## src/bmr_consts.vh

```
// constants for the battery mode and alarm register block
// assumes a 200 MHz device clock and an smbus host on the pins
`ifndef BMR_CONSTS_VH
`define BMR_CONSTS_VH

`define BMR_SLAVE_ADDR 7'h0b
`define BMR_CMD_STATUS 8'h00
`define BMR_CMD_LOWCAP 8'h01
`define BMR_CMD_LOWTIME 8'h02
`define BMR_CMD_MODE 8'h03
`define BMR_UNMAPPED 16'hffff
`define BMR_STATUS_LOW 8'h0a

`define BMR_ST_WAKE 4'h0
`define BMR_ST_NORMAL 4'h1
`define BMR_ST_PRECHG 4'h3
`define BMR_ST_SUSP 4'h4
`define BMR_ST_CHARGE 4'h5
`define BMR_ST_TERM 4'h7
`define BMR_ST_FAULT_TERM 4'h8
`define BMR_ST_PERM_FAIL 4'h9
`define BMR_ST_OVERCUR 4'ha
`define BMR_ST_BATT_FAIL 4'hc
`define BMR_ST_SLEEP 4'hd
`define BMR_ST_PRESENT 4'he
`define BMR_ST_OUT 4'hf

`define BMR_TOPO_ZV 2'h0
`define BMR_TOPO_COMMON 2'h1
`define BMR_TOPO_PATH 2'h2

`define BMR_MODE_RELEARN 7
`define BMR_MODE_CTRL_EN 8
`define BMR_MODE_PRIMARY 9
`define BMR_MODE_ALARM_DIS 13
`define BMR_MODE_CHG_BC_DIS 14
`define BMR_MODE_UNITS 15

`define BMR_CLK_PERIOD_PS 5000
`define BMR_TICK_PS 1000000000
`define BMR_TICK_CYC (`BMR_TICK_PS / `BMR_CLK_PERIOD_PS)
`define BMR_HOLD_S 60
`define BMR_HOLD_MS (`BMR_HOLD_S * 1000)
`define BMR_GAP_S 10
`define BMR_GAP_MS (`BMR_GAP_S * 1000)
`define BMR_RELEARN_CYCLES 20

`endif

```

## src/bmr_smb_slave.v

```verilog
// smbus word read/write slave, bit level and byte sequencing
// assumes external pullups; pins are sampled on mclk
`timescale 1ns/1ps
`include "bmr_consts.vh"

module bmr_smb_slave #(
  parameter [6:0] ADDR = `BMR_SLAVE_ADDR
) (
  input wire mclk,
  input wire rst_n,
  input wire smbc_in,
  input wire smbd_in,
  output reg smbd_oe,
  input wire [15:0] rd_data,
  output reg [7:0] cmd_q,
  output reg wr_stb_q,
  output reg [15:0] wr_data_q
);

localparam [2:0] S_IDLE = 3'd0;
localparam [2:0] S_RX = 3'd1;
localparam [2:0] S_ACK = 3'd2;
localparam [2:0] S_TX = 3'd3;
localparam [2:0] S_TACK = 3'd4;

reg scl_s1, scl_s2, scl_p, sda_s1, sda_s2, sda_p;
reg [2:0] st_q;
reg [3:0] bitc_q;
reg [7:0] sh_q;
reg [7:0] lo_q;
reg [7:0] hi_q;
reg [7:0] tx_q;
reg [1:0] idx_q;
reg rd_q;

// pins come from another domain: two flops before use
always @(posedge mclk or negedge rst_n)
begin
  if (!rst_n)
  begin
    scl_s1 <= 1'b1;
    scl_s2 <= 1'b1;
    scl_p <= 1'b1;
    sda_s1 <= 1'b1;
    sda_s2 <= 1'b1;
    sda_p <= 1'b1;
  end
  else
  begin
    scl_s1 <= smbc_in;
    scl_s2 <= scl_s1;
    scl_p <= scl_s2;
    sda_s1 <= smbd_in;
    sda_s2 <= sda_s1;
    sda_p <= sda_s2;
  end
end

wire scl_rise = scl_s2 & ~scl_p;
wire scl_fall = ~scl_s2 & scl_p;
wire start_c = scl_s2 & scl_p & sda_p & ~sda_s2;
wire stop_c = scl_s2 & scl_p & ~sda_p & sda_s2;

always @(posedge mclk or negedge rst_n)
begin
  if (!rst_n)
  begin
    st_q <= S_IDLE;
    bitc_q <= 4'h0;
    sh_q <= 8'h00;
    lo_q <= 8'h00;
    hi_q <= 8'h00;
    tx_q <= 8'h00;
    idx_q <= 2'h0;
    rd_q <= 1'b0;
    cmd_q <= 8'h00;
    smbd_oe <= 1'b0;
    wr_stb_q <= 1'b0;
    wr_data_q <= 16'h0000;
  end
  else
  begin
    wr_stb_q <= 1'b0;
    if (stop_c)
    begin
      st_q <= S_IDLE;
      smbd_oe <= 1'b0;
    end
    else if (start_c)
    begin
      st_q <= S_RX;
      bitc_q <= 4'h0;
      idx_q <= 2'h0;
      smbd_oe <= 1'b0;
    end
    else
    begin
      case (st_q)
        S_RX:
          if (scl_rise)
          begin
            sh_q <= {sh_q[6:0], sda_s2};
            bitc_q <= bitc_q + 4'h1;
          end
          else if (scl_fall && bitc_q == 4'h8)
          begin
            bitc_q <= 4'h0;
            if (idx_q == 2'h0 && sh_q[7:1] != ADDR)
              st_q <= S_IDLE;
            else
            begin
              st_q <= S_ACK;
              smbd_oe <= 1'b1;
              if (idx_q == 2'h0)
                rd_q <= sh_q[0];
              if (idx_q == 2'h1)
                cmd_q <= sh_q;
              if (idx_q == 2'h2)
                lo_q <= sh_q;
              if (idx_q == 2'h3)
              begin
                wr_stb_q <= 1'b1;
                wr_data_q <= {sh_q, lo_q};
              end
            end
          end
        S_ACK:
          if (scl_fall)
          begin
            // a read address latches the word once, so both bytes agree
            if (rd_q && idx_q == 2'h0)
            begin
              tx_q <= rd_data[7:0];
              hi_q <= rd_data[15:8];
              smbd_oe <= ~rd_data[7];
              idx_q <= 2'h2;
              st_q <= S_TX;
            end
            else
            begin
              smbd_oe <= 1'b0;
              idx_q <= idx_q + 2'h1;
              // no pec: bytes after the word are not acknowledged
              st_q <= (idx_q == 2'h3) ? S_IDLE : S_RX;
            end
          end
        S_TX:
          if (scl_rise)
            bitc_q <= bitc_q + 4'h1;
          else if (scl_fall)
          begin
            if (bitc_q == 4'h8)
            begin
              smbd_oe <= 1'b0;
              bitc_q <= 4'h0;
              st_q <= S_TACK;
            end
            else if (bitc_q == 4'h0)
              smbd_oe <= ~tx_q[7];
            else
            begin
              smbd_oe <= ~tx_q[6];
              tx_q <= {tx_q[6:0], 1'b0};
            end
          end
        S_TACK:
          if (scl_rise)
          begin
            if (!sda_s2 && idx_q == 2'h2)
            begin
              tx_q <= hi_q;
              idx_q <= 2'h3;
              st_q <= S_TX;
            end
            else
              st_q <= S_IDLE;
          end
        default:
          st_q <= S_IDLE;
      endcase
    end
  end
end

endmodule // bmr_smb_slave

```

## src/bmr_regs.v

```verilog
// battery mode, alarm threshold and switch state block of a gauge
// assumes gauge core inputs on mclk; smbus pins are asynchronous
`timescale 1ns/1ps
`include "bmr_consts.vh"

module bmr_regs #(
  parameter TICK_CYC = `BMR_TICK_CYC,
  parameter [15:0] HOLD_MS = `BMR_HOLD_MS,
  parameter [15:0] GAP_MS = `BMR_GAP_MS,
  parameter [4:0] RELEARN_CYCLES = `BMR_RELEARN_CYCLES
) (
  input wire mclk,
  input wire rst_n,
  input wire smbc_in,
  input wire smbd_in,
  output reg smbd_out,
  output wire smbd_oe,
  input wire [3:0] state_code,
  input wire [1:0] fail_cause,
  input wire fail_in_charge,
  input wire [1:0] switch_topology_setting,
  input wire fixed_pack_option,
  input wire [15:0] discharge_current,
  input wire [15:0] dsg_detect_threshold,
  input wire [15:0] cfg_low_capacity,
  input wire [15:0] cfg_low_time,
  input wire [15:0] remaining_capacity,
  input wire [15:0] avg_time_to_empty,
  input wire cycle_count_step,
  input wire full_charge_capacity_update,
  input wire learn_done,
  output reg charge_switch,
  output reg discharge_switch,
  output reg zero_volt_precharge_switch,
  output reg precharge_path_switch,
  output reg alarm_send,
  output reg alarm_capacity_flag,
  output reg alarm_time_flag,
  output reg charge_bcast_en,
  output reg capacity_units_10mw,
  output reg [15:0] maker_access_status
);

reg [15:0] low_capacity_threshold_q;
reg [15:0] low_time_threshold_q;
reg relearn_q;
reg ctrl_en_q, primary_role_flag_q;
reg alarm_dis_q, chg_bc_dis_q, units_q;
reg load_q;
reg [3:0] state_prev_q;
reg [31:0] tick_q;
reg tick_ms_q;
reg [15:0] hold_q;
reg [15:0] gap_q;
reg [4:0] stale_q;
reg chg_d, dsg_d, zv_d, path_d;
reg [15:0] rd_data;

wire [7:0] cmd_q;
wire wr_stb_q;
wire [15:0] wr_data_q;
wire [15:0] mode_word;

bmr_smb_slave #(
  .ADDR(`BMR_SLAVE_ADDR)
) u_slave (
  .mclk(mclk),
  .rst_n(rst_n),
  .smbc_in(smbc_in),
  .smbd_in(smbd_in),
  .smbd_oe(smbd_oe),
  .rd_data(rd_data),
  .cmd_q(cmd_q),
  .wr_stb_q(wr_stb_q),
  .wr_data_q(wr_data_q)
);

// bits 6:0 of the low byte read zero; bit 7 reads the relearn flag and is not writable
assign mode_word = {units_q, chg_bc_dis_q, alarm_dis_q, 3'b000,
  primary_role_flag_q, ctrl_en_q, relearn_q, 7'h00};

always @*
begin
  case (cmd_q)
    `BMR_CMD_STATUS: rd_data = maker_access_status;
    `BMR_CMD_LOWCAP: rd_data = low_capacity_threshold_q;
    `BMR_CMD_LOWTIME: rd_data = low_time_threshold_q;
    `BMR_CMD_MODE: rd_data = mode_word;
    default: rd_data = `BMR_UNMAPPED;
  endcase
end

wire mode_wr = wr_stb_q && cmd_q == `BMR_CMD_MODE;
wire sleep_entry = state_code == `BMR_ST_SLEEP &&
  state_prev_q != `BMR_ST_SLEEP;

// thresholds: config loaded in the first cycle after reset release
always @(posedge mclk or negedge rst_n)
begin
  if (!rst_n)
  begin
    load_q <= 1'b1;
    low_capacity_threshold_q <= 16'h0000;
    low_time_threshold_q <= 16'h0000;
  end
  else
  begin
    load_q <= 1'b0;
    if (load_q)
    begin
      low_capacity_threshold_q <= cfg_low_capacity;
      low_time_threshold_q <= cfg_low_time;
    end
    else if (wr_stb_q)
    begin
      if (cmd_q == `BMR_CMD_LOWCAP)
        low_capacity_threshold_q <= wr_data_q;
      if (cmd_q == `BMR_CMD_LOWTIME)
        low_time_threshold_q <= wr_data_q;
    end
  end
end

// millisecond tick keeps the long timers narrow
always @(posedge mclk or negedge rst_n)
begin
  if (!rst_n)
  begin
    tick_q <= 32'h0000_0000;
    tick_ms_q <= 1'b0;
  end
  else
  begin
    tick_ms_q <= 1'b0;
    if (tick_q == TICK_CYC - 1)
    begin
      tick_q <= 32'h0000_0000;
      tick_ms_q <= 1'b1;
    end
    else
      tick_q <= tick_q + 32'h0000_0001;
  end
end

// writable mode byte, re-enable timer and sleep defaults
always @(posedge mclk or negedge rst_n)
begin
  if (!rst_n)
  begin
    ctrl_en_q <= 1'b0;
    primary_role_flag_q <= 1'b0;
    alarm_dis_q <= 1'b0;
    chg_bc_dis_q <= 1'b0;
    units_q <= 1'b0;
    hold_q <= 16'h0000;
    state_prev_q <= `BMR_ST_WAKE;
  end
  else
  begin
    state_prev_q <= state_code;
    if (sleep_entry)
    begin
      alarm_dis_q <= 1'b0;
      chg_bc_dis_q <= 1'b0;
      units_q <= 1'b0;
      hold_q <= 16'h0000;
    end
    else if (mode_wr)
    begin
      // low byte of the written word is dropped without complaint
      ctrl_en_q <= wr_data_q[`BMR_MODE_CTRL_EN];
      primary_role_flag_q <= wr_data_q[`BMR_MODE_PRIMARY];
      alarm_dis_q <= wr_data_q[`BMR_MODE_ALARM_DIS];
      chg_bc_dis_q <= wr_data_q[`BMR_MODE_CHG_BC_DIS];
      units_q <= wr_data_q[`BMR_MODE_UNITS];
      hold_q <= HOLD_MS;
    end
    else if (tick_ms_q && hold_q != 16'h0000)
    begin
      hold_q <= hold_q - 16'h0001;
      if (hold_q == 16'h0001)
        alarm_dis_q <= 1'b0;
    end
  end
end

// relearn request: set wins over the learning-done clear
always @(posedge mclk or negedge rst_n)
begin
  if (!rst_n)
  begin
    relearn_q <= 1'b1;
    stale_q <= 5'h00;
  end
  else
  begin
    if (full_charge_capacity_update)
      stale_q <= 5'h00;
    else if (cycle_count_step)
      stale_q <= (stale_q == RELEARN_CYCLES - 5'h01) ? 5'h00 :
        stale_q + 5'h01;
    if (cycle_count_step && !full_charge_capacity_update &&
      stale_q == RELEARN_CYCLES - 5'h01)
      relearn_q <= 1'b1;
    else if (learn_done)
      relearn_q <= 1'b0;
  end
end

// alarm detection and rate-limited broadcast request
wire cap_low = low_capacity_threshold_q != 16'h0000 &&
  remaining_capacity < low_capacity_threshold_q;
wire time_low = low_time_threshold_q != 16'h0000 &&
  avg_time_to_empty < low_time_threshold_q;

always @(posedge mclk or negedge rst_n)
begin
  if (!rst_n)
  begin
    alarm_send <= 1'b0;
    alarm_capacity_flag <= 1'b0;
    alarm_time_flag <= 1'b0;
    gap_q <= 16'h0000;
  end
  else
  begin
    alarm_send <= 1'b0;
    alarm_capacity_flag <= cap_low;
    alarm_time_flag <= time_low;
    if ((cap_low || time_low) && !alarm_dis_q &&
      gap_q == 16'h0000 && !load_q)
    begin
      alarm_send <= 1'b1;
      gap_q <= GAP_MS;
    end
    else if (tick_ms_q && gap_q != 16'h0000)
      gap_q <= gap_q - 16'h0001;
  end
end

// switch states per battery state
always @*
begin
  chg_d = 1'b0;
  dsg_d = 1'b0;
  zv_d = 1'b0;
  path_d = 1'b0;
  case (state_code)
    `BMR_ST_WAKE:
    begin
      chg_d = switch_topology_setting == `BMR_TOPO_COMMON;
      dsg_d = 1'b1;
      zv_d = switch_topology_setting == `BMR_TOPO_ZV ||
        switch_topology_setting == `BMR_TOPO_PATH;
    end
    `BMR_ST_PRECHG:
    begin
      chg_d = switch_topology_setting == `BMR_TOPO_COMMON;
      dsg_d = 1'b1;
      zv_d = switch_topology_setting == `BMR_TOPO_ZV;
      path_d = switch_topology_setting == `BMR_TOPO_PATH;
    end
    `BMR_ST_SUSP, `BMR_ST_TERM, `BMR_ST_FAULT_TERM:
      dsg_d = 1'b1;
    `BMR_ST_CHARGE, `BMR_ST_NORMAL:
    begin
      chg_d = 1'b1;
      dsg_d = 1'b1;
    end
    `BMR_ST_BATT_FAIL, `BMR_ST_OVERCUR:
    begin
      // the switch for the failed direction stays off, except that heavy discharge forces the charge switch on
      chg_d = !fail_in_charge && fixed_pack_option;
      dsg_d = fail_in_charge && fixed_pack_option;
    end
    default:
    begin
      chg_d = 1'b0;
      dsg_d = 1'b0;
    end
  endcase
  if (discharge_current > dsg_detect_threshold)
    chg_d = 1'b1;
end

always @(posedge mclk or negedge rst_n)
begin
  if (!rst_n)
  begin
    charge_switch <= 1'b0;
    discharge_switch <= 1'b0;
    zero_volt_precharge_switch <= 1'b0;
    precharge_path_switch <= 1'b0;
    charge_bcast_en <= 1'b1;
    capacity_units_10mw <= 1'b0;
    maker_access_status <= 16'h0000;
    smbd_out <= 1'b0;
  end
  else
  begin
    charge_switch <= chg_d;
    discharge_switch <= dsg_d;
    zero_volt_precharge_switch <= zv_d;
    precharge_path_switch <= path_d;
    charge_bcast_en <= !chg_bc_dis_q;
    capacity_units_10mw <= units_q;
    // switch pair in the top bits reflects the registered switches
    maker_access_status <= {~discharge_switch,
      charge_switch ^ discharge_switch, fail_cause, state_code,
      `BMR_STATUS_LOW};
    smbd_out <= 1'b0;
  end
end

endmodule // bmr_regs

```

## config.mk

```make
export PLATFORM = sky130hd
export DESIGN_NAME = bmr_regs
export DESIGN_NICKNAME = d
export VERILOG_FILES = /design/src/bmr_smb_slave.v /design/src/bmr_regs.v
export VERILOG_INCLUDE_DIRS = /design/src /design/src/src
export SDC_FILE = /design/constraint.sdc
export NUM_CORES = 1
export LEC_CHECK = 0
export BUFFER_PORTS_ARGS = -buffer_cell sky130_fd_sc_hd__buf_2
export CORE_UTILIZATION = 60
export CTS_BUF_LIST = sky130_fd_sc_hd__clkbuf_8
export DETAILED_ROUTE_END_ITERATION = 8
export PLACE_DENSITY = 0.82
export SLEW_MARGIN = 40
export SYNTH_ARGS = -nofsm -noshare
export SYNTH_HDL_FRONTEND = slang
export SYNTH_HIERARCHICAL = 1
export SYNTH_SLANG_ARGS = --single-unit
```

## constraint.sdc

```tcl
create_clock -name mclk -period 2.9 [get_ports mclk]
set_input_delay 0.145 -clock mclk [delete_from_list [all_inputs] [get_ports mclk]]
set_output_delay 0.145 -clock mclk [all_outputs]
set_load 0.01 [all_outputs]
```

==> reports/results.ini, run 1 <==
[run_status]
outcome = finished clean

[finish]
layout.nets = 1441
drive_above_1_share_pct = 22.8
syn_to_final_growth_pct = 19.3
final_cell_count_no_fill = 1519
n_antenna_cell = 0

[clocking]
cts_buffers = 31
clock_path_buffers = 3
clkLatencyLatePin_ps = 560
clk_pin_slew_worst_paths_ps = 70
cts_tree = built
cts.sinks = 201
cts_root_buf = clkbuf_8
htree_levels = 1
postCtsResizedCells = 0

[synth]
synth_top_family_by_area = simple AND/OR/NAND/NOR gates
synth.most_common_cell = dfrtp_1
ys_ff_latch = 201
ys_warn_count = 6
synthArstFlopShare_pct = 100
yosys.area.top_type = dfrtp_1
synth.area.top_cells = dfrtp_1, ha_1, mux2_2
synthSimpleGateAreaFrac_pct = 16.5
synth_edf_count = 0
yosysTopAreaCellShare_pct = 43.6
synth_cell_types = 76
synth-xor-area-share_pct = 4.77
synth_area_mm2 = 0.0110
yosysSeqAreaShare_pct = 45.7
synth-compound-area-share_pct = 10.1
synth_common_cells = dfrtp_1, nand2_1, inv_1
syn_area_per_cell_um2 = 10.3
yosys_most_used_dff = dfrtp_1
synth_adder_area_share_pct = 7.13
synth_cells = 1072
synth.area.mux_share_pct = 11.2

[route]
dr.pass1.iters = 5
viasPerCell = 5.86
post_drt_wl_per_cell_um = 17.5
antenna_left = 0
drt_wl_total_um = 26600
drt_iter0_markers = 634
drc = 0
via_count = 8903

[power_and_ir_drop]
power_mw = 6.23
cellLeakagePower_nw = 6.65
peakVddDrop_mv = 0.360
powerDensity_mw_per_mm2 = 474

[job]
max_cap_viol_count = 0

[floorplan]
num_rows = 49
initial_utilization_pct = 61.4
core-area_mm2 = 0.0180
fp.dieArea_mm2 = 0.0189
io-pin-count = 140
dieHeight_um = 138
die_x_um = 138

[global_routing]
grt_pass1_vias = 8970
gr-total-overflow = 0
grt_pass1_wl_um = 43100
grt_max_degree = 94
track_usage_pct = 29.1
antenna_found_initial = 0

[critical_path]
cp_cell_sequence = inv_1 -> ha_1 -> a2111oi_0 -> o41ai_1 -> o31a_1 -> o22a_1 -> nor4_1
crit_end = alarm_send
cp-startpoint = low_time_threshold_q[1]
cp-end-kind = register
path_class = register to register
crit_arrival_ps = 2900
crit_path_start_kind = register
r2r_setup_slack_ps = 460
r2r_end = alarm_send
worstReg2RegStart = low_time_threshold_q[1]
cp.required_ps = 3360
crit_slowest_cell = a2111oi_0
cpPeakStageDelay_ps = 500
rr_worst_depth = 7
worstPathMaxFanout = 8

[sta]
worst_slack_ps = 460
rsz0062_at_grt = no
slew_headroom_pct = 47.6
min_period_ps = 2440
final.setup_skew_ps = 24.4
tightestPinTransition_ps = 780
clock.fmax_mhz = 410
hold_viol = 0
whs_ps = 82.7
fin_crit_sh_pct = 84.1
finalMaxSlewViolations = 0
fin_tns_setup_ps = 0
setup_viol = 0

[placed_design]
gp_congestion = 0.909
io_buffers = 132
dp_hpwl_um = 18600
post-place-ws_ps = 486
placed_cells = 1409

[worst_hold_path]
worstHoldStart = avg_time_to_empty[14]
holdCritPathClass = input pin to register

power by group:
| part | switching [mW] | internal (mW) |
|---|---|---|
| Clock | 1.10 | 1.49 |
| Sequential | 0.111 | 2.89 |
| Combinational | 0.348 | 0.297 |
| Total | 1.56 | 4.68 |
sequential cells by signal (all words and copies together), names as in the netlist, 2 cells and up:
| signal | flops |
|---|---|
| low_capacity_threshold_q | 16 |
| u_slave/bitc_q | 4 |
| u_slave/tx_q | 8 |
| low_time_threshold_q | 16 |
| hold_q | 16 |
| state_prev_q | 3 |
| u_slave/cmd_q | 8 |
| tick_q | 32 |
| maker_access_status | 6 |
| stale_q | 5 |
| u_slave/hi_q | 8 |
| gap_q | 16 |
| u_slave/lo_q | 8 |
| u_slave/st_q | 3 |
| u_slave/sh_q | 8 |
| u_slave/wr_data_q | 16 |
| u_slave/idx_q | 2 |
routing by layer:
metal | vias up | global-route usage [%] | share of wire (%)
li1 | 4168 | - | -
met1 | 4286 | 36.2 | 42
met2 | 372 | 50.2 | 48
met3 | 77 | 4.93 | 6.4
met4 | 0 | 11.5 | 3.2
met5 | - | 0 | 0
final cells by class:
type | count | area [um^2]
clock inverter | 14 | 110
tap | 229 | 287
multi-input combinational | 760 | 5520
clock buffer | 43 | 592
fill | 1213 | 4820
timing repair buffer | 200 | 1330
inverter | 72 | 270
sequential | 201 | 5040
worst max-delay path, delay by kind of cell, from the launching register on:
| family | cells | cell delay, ps |
|---|---|---|
| compound gates | 4 | 1350 |
| fa+ha+maj | 1 | 260 |
| buf+inv | 1 | 60 |
| flops | 1 | 390 |
| simple gates | 1 | 270 |
through the flow:
step	cell area (um^2)	utilization (%)
detailed placement	11900	66.3
floorplan	11000	-
finish	13100	73.2
global placement	11900	66.3
CTS	13100	73.2
global route	13100	73.2
cells in the final DEF (no fill, tap or decap), types with 10 or more instances in the layout:
cell and count:
clkbuf_8 44, dlygate4sd3_1 53, nor2_1 68, nand3_1 34
dfrtp_1 192, mux2_4 10, o21ai_0 56, buf_2 131
nor3_1 10, ha_1 62, nand4_1 21, mux2_2 51
mux2i_1 40, nor4_1 20, inv_1 80, buf_4 14
xor2_1 34, xnor2_1 26, nand2_1 98, nand2b_1 17
a21oi_1 47
cells by family (layout without fill, tap and decap cells):
kind of cell    count (synthesis)  in the layout
mux                           106            106
xor+xnor                       60             60
buf+inv                       118            329
flops                         201            201
simple gates                  344            344
other cells                     2              9
fa+ha+maj                      63             63
compound gates                178            178
timing repair:
item | CTS | global route
hold endpoints to repair | 133 | 0
hold buffers | 53 | 0
setup buffers | 0 | 0
worst min-delay path by stage:
stage,endpoint,cells past startpoint
after floorplan,alarm_capacity_flag,0
after global placement,u_slave/scl_s1,1
after detailed placement,u_slave/scl_s1,1
after CTS,alarm_time_flag,5
after global routing,alarm_capacity_flag,5
final,alarm_time_flag,5
No activity file was read; power rests on OpenSTA's default activity.
==> run 2, diff against run 1 <==
Settings changed: ABC_AREA set to 1, CORE_UTILIZATION 60 to 61, PLACE_DENSITY 0.82 to 0.83.
Clock period 2.9 ns to 2.29 ns, I/O delays scaled along.
==> run 2 against run 1 <==
Sequential share of layout area down 2.8 points; highest routed layer unchanged; total power rose by 37%; routed wire length rose by 15%; setup slack lost 280 ps; critical path depth increased by 2; global-route usage increased by 2.5 points.
==> reports/results.ini, run 2 <==
[run_status]
outcome = finished clean

[floorplan]
dieHeight_um = 142
core-area_mm2 = 0.0190
initial_utilization_pct = 63.0
fp.dieArea_mm2 = 0.0201
num_rows = 50
io-pin-count = 140
die_x_um = 142

[route]
route.met3.wl_um = 2220
wl_met2_um = 14200
drt_wl_total_um = 30500
drt-met1-wl_um = 12700
drc = 0
dr.pass1.iters = 6
post_drt_wl_per_cell_um = 15.6
drt_iter0_markers = 835
top_layer = met4
viasPerCell = 5.45
via_count = 10700
antenna_left = 0

[placed_design]
placed_area_mm2 = 0.0129
placed_cells = 1842
dp_hpwl_um = 21800
gp_congestion = 0.920
io_buffers = 132
post-place-ws_ps = 316

[synth]
synthArstFlopShare_pct = 100
ys_ff_latch = 201
ys_warn_count = 6
yosysTopAreaCellShare_pct = 40.2
yosysSeqAreaShare_pct = 42.2
syn_area_per_cell_um2 = 8.16
synth_cells = 1463
synth.area.top_cells = dfrtp_1, nand2_1, inv_1
yosys_most_used_dff = dfrtp_1
synth.most_common_cell = nand2_1
yosys.area.top_type = dfrtp_1
synth_edf_count = 0
synth_cell_types = 52
synth_common_cells = nand2_1, inv_1, dfrtp_1
synth_area_mm2 = 0.0119

[power_and_ir_drop]
peakVddDrop_mv = 0.371
powerDensity_mw_per_mm2 = 603
seqPwrFrac_pct = 45.3
switching_power_mw = 2.40
p_comb_share_pct = 14.8
internal_power_mw = 6.15
sw_frac_of_total_pct = 28.0
cellLeakagePower_nw = 7.28
power_mw = 8.55
p_clk_share_pct = 40.0

[finish]
top_register = tick_q
largest_reg_flops = 32
final_common_cell = nand2_1
finish.utilization_pct = 74.8
syn_to_final_growth_pct = 18.8
layout_common_cells = nand2_1, inv_1, dfrtp_1
layout.nets = 1849
fill_cells = 1363
n_antenna_cell = 0
final_cell_count_no_fill = 1961
drive_above_1_share_pct = 18.7
stdcell_area_mm2 = 0.0142

[critical_path]
crit_arrival_ps = 2520
path_class = register to register
worstPathMaxFanout = 5
cp-end-kind = register
crit_path_start_kind = register
cp.required_ps = 2700

[clocking]
htree_levels = 2
clock_path_buffers = 3
clk_pin_slew_worst_paths_ps = 60
clkLatencyLatePin_ps = 530
cts_tree = built
cts_root_buf = clkbuf_8
cts_buffers = 37
cts.sinks = 201
postCtsResizedCells = 0

[sta]
hold_viol = 0
fin_tns_setup_ps = 0
min_period_ps = 2110
slew_headroom_pct = 53.5
rsz0062_at_grt = no
fin_crit_sh_pct = 92.1
clock.fmax_mhz = 474
finalMaxSlewViolations = 0
whs_ps = 139
worst_slack_ps = 182
tightestPinTransition_ps = 692
final.setup_skew_ps = 22.9
setup_viol = 0

[global_routing]
grt_pass1_vias = 10600
antenna_found_initial = 0
grt_pass1_wl_um = 50200
gr-total-overflow = 0
grt_max_degree = 68
track_usage_pct = 31.6

[job]
max_cap_viol_count = 0

[worst_hold_path]
holdCritPathClass = input pin to register

## run 2: changes by cell type after synthesis, sizes merged, moves of 30 or more
cell,previous run,this run
nand3,34,67
nor2,68,145
mux2,61,7
nor3,13,43
o21ai,62,95
inv,72,222
nand2,101,366
## run 2: critical path: stages (launching register included)
cell and delay (ps):
dfrtp_1 320, inv_1 90, ha_1 340, nand2_1 130, nor4_1 450, nand2_1 100, nand2_1 150, nand2_1 140
nand2_1 190, nand2_1 80
## run 2: metal layers
metal  track usage, %  up-vias
met1             40.4     4905
met4             15.6        0
met5                0        -
met3             5.23      119
li1                 -     5137
met2             52.2      524
## run 2: final cells by class
class | count | area (um^2) | share of cell area (%)
clock buffers | 46 | 633 | 4.46
clock inverters | 20 | 111 | 0.785
multi-input cells | 1015 | 5860 | 41.3
flip-flops and latches | 201 | 5040 | 35.5
repair buffers | 196 | 1360 | 9.57
well taps | 260 | 325 | 2.29
inverters | 223 | 852 | 6.01
## run 2: final timing paths
check | startpoint | to | slack (ps) | cells after the start
worst max-delay path | low_capacity_threshold_q[15] | gap_q[4] | 180 | 9
worst min-delay path | avg_time_to_empty[7] | alarm_time_flag | 140 | 7
worst max register to register | low_capacity_threshold_q[15] | gap_q[4] | 180 | 9
worst min register to register | u_slave/sda_s1 | u_slave/sda_s2 | 350 | 0
max in group asynchronous | rst_n | charge_bcast_en | 1410 | 3
min in group asynchronous | rst_n | u_slave/lo_q[3] | 160 | 2
## run 2: kinds of logic after synthesis
logic type	after synthesis	share of synthesized area [%]
buffers and inverters	254	8.99
XOR/XNOR	46	3.37
AO/OA/AOI/OAI	199	10.4
multiplexers	31	2.67
AND/OR/NAND/NOR	668	25.8
flip-flops	201	42.2
adder cells (fa/ha/maj)	62	6.50
other	2	0.0629
## run 2: power groups by stage
stage / Clock, mW / Sequential (mW) / Combinational [mW]
final: 3.42 / 3.87 / 1.26
after global routing: 3.66 / 3.88 / 1.42
after CTS: 3.48 / 3.86 / 1.23
after detailed placement: 0 / 3.92 / 1.15
after global placement: 0 / 3.92 / 1.12
after floorplan: 0 / 3.89 / 0.747
## run 2: what timing repair did
action                                 in CTS  in global routing
endpoints found under the hold margin     114                  0
setup buffers                               0                  0
hold buffers                               53                  0
==> run 3, diff against run 2 <==
Settings changed: ABC_AREA 1 to unset, CORE_UTILIZATION 61 to 60, PLACE_DENSITY 0.83 to 0.82.
==> run 3 against run 2 <==
Largest cell class unchanged; global-route usage down 0.77 points; clock power down 3%; sequential power is 2% lower; clock-buffer cell count is 1 higher; highest routed layer unchanged; clock skew decreased by 1.4 ps.
==> reports/results.ini, run 3 (same netlist as run 1, synthesis figures left out) <==
[power_and_ir_drop]
seqPwrFrac_pct = 47.6
internal_power_mw = 5.90
cellLeakagePower_nw = 6.76
p_comb_share_pct = 10.8
sw_frac_of_total_pct = 26.1
peakVddDrop_mv = 0.452
p_clk_share_pct = 41.6
powerDensity_mw_per_mm2 = 596
switching_power_mw = 2.08

[global_routing]
antenna_found_initial = 1
track_usage_pct = 30.8
top_usage_layer = met2
grt_pass1_vias = 9264
grt_max_degree = 65
gr-usage-met3_pct = 5.15
globalRouteMet1Util_pct = 38.1
gr-total-overflow = 0
grt_use_met2_pct = 51.8
grt_pass1_wl_um = 45000

[clocking]
clock_path_buffers = 3
cts.sinks = 201
htree_levels = 2
clkLatencyLatePin_ps = 530
clk_pin_slew_worst_paths_ps = 60
cts_setup_buffers = 0
cts_tree = built
cts_root_buf = clkbuf_8
cts_buffers = 34

[route]
drc = 0
via_count = 9225
dr.pass1.iters = 5
drt_wl_total_um = 28200
post_drt_wl_per_cell_um = 18.2
viasPerCell = 5.96
drt_iter0_markers = 698
antenna_left = 0

[sta]
hold_viol = 0
min_period_ps = 2260
worst_slack_ps = 32.5
fin_crit_sh_pct = 98.6
tightestPinTransition_ps = 559
final.setup_skew_ps = 21.5
clock.fmax_mhz = 443
whs_ps = 50.7
finalMaxSlewViolations = 0
setup_viol = 0
slew_headroom_pct = 62.7
rsz0062_at_grt = yes

[critical_path]
cp.required_ps = 2690
cpPeakStageDelay_ps = 550
crit_slowest_cell = or4b_4
r2r_setup_slack_ps = 30
path_class = register to register
crit_path_start_kind = register
cp_top_family = simple AND/OR/NAND/NOR gates
crit_arrival_ps = 2650
cp_cell_sequence = or4b_4 -> o31ai_2 -> and4_2 -> nand2_2 -> mux2_2
cp-end-kind = register
critPathBufInv = 0
worstPathMaxFanout = 8

[worst_hold_path]
holdCritPathClass = input pin to register

[floorplan]
dieHeight_um = 138
fp.dieArea_mm2 = 0.0189
die_x_um = 138
io-pin-count = 140
initial_utilization_pct = 61.4
core-area_mm2 = 0.0180
num_rows = 49

[placed_design]
placed_cells = 1431
dp_hpwl_um = 19000
gp_congestion = 0.930
io_buffers = 132
post-place-ws_ps = 76.3

[finish]
final_cell_count_no_fill = 1547
top_register = tick_q
layout_common_cells = dfrtp_1, buf_2, nand2_1
fill_cells = 1141
drive_above_1_share_pct = 24.6
layout.nets = 1466
final_common_cell = dfrtp_1
syn_to_final_growth_pct = 21.4
largest_reg_flops = 32

[run_status]
outcome = finished clean

[job]
max_cap_viol_count = 0

## run 3: cell count changes in the layout (fill, tap and decap cells not counted), sizes merged, moves of 33 or more
cell and change:
o21ai -33, nand2 -265, inv -157, nor2 -77, nand3 -33, mux2 +54
## run 3: cell type report
class | count | area [um^2] | share of cell area [%]
inverter | 72 | 270 | 2.02
timing repair buffer | 222 | 1520 | 11.3
tap | 229 | 287 | 2.14
multi-input combinational | 760 | 5540 | 41.4
sequential | 201 | 5040 | 37.7
antenna | 1 | 2.50 | 0.0187
clock buffer | 47 | 647 | 4.83
clock inverter | 15 | 75.1 | 0.561
## run 3: what timing repair did
| action | CTS | global route |
|---|---|---|
| hold buffers | 53 | 0 |
| resized for setup | 0 | 6 |
| endpoints found under the setup margin | 0 | 23 |
| endpoints found under the hold margin | 191 | 0 |
## run 3: worst paths after layout
path                                       start                          end  cells after the start
min in group asynchronous                  rst_n      low_time_threshold_q[5]                      2
max in group asynchronous                  rst_n  low_capacity_threshold_q[3]                      3
min                        discharge_current[15]                charge_switch                      4
max                              u_slave/sh_q[6]             u_slave/cmd_q[1]                      5
max reg2reg                      u_slave/sh_q[6]             u_slave/cmd_q[1]                      5
min reg2reg                       u_slave/scl_s1               u_slave/scl_s2                      0
## run 3: power groups by stage
stage          logic (mW)  clock network, mW  registers [mW]
2_1_floorplan       0.405                  0            3.81
3_3_place_gp        0.727                  0            3.85
3_5_place_dp        0.756                  0            3.85
4_1_cts             0.830               3.35            3.79
5_1_grt             0.964               3.54            3.81
6_report            0.859               3.32            3.80
## run 3: routing by layer
layer  vias up  share of wire, %
met5         -                 0
met4         0               4.6
met3       116               6.1
met2       411                49
met1      4473                40
li1       4225                 -
## run 3: worst min-delay path: stages
cell       delay (ps)
buf_2              80
ha_1              130
a2111oi_0          60
a21oi_1           150
## run 3: stage by stage
step           cell area, um^2  power, mW  TNS (ps)  util, %
3_5_place_dp             12100       4.61         0     67.4
6_report                 13400       7.98         0     74.5
4_1_cts                  13400       7.97         0     74.4
3_3_place_gp             12100       4.58         0     67.4
2_1_floorplan            11000       4.22         0        -
5_1_grt                  13400       8.31     -71.6     74.5
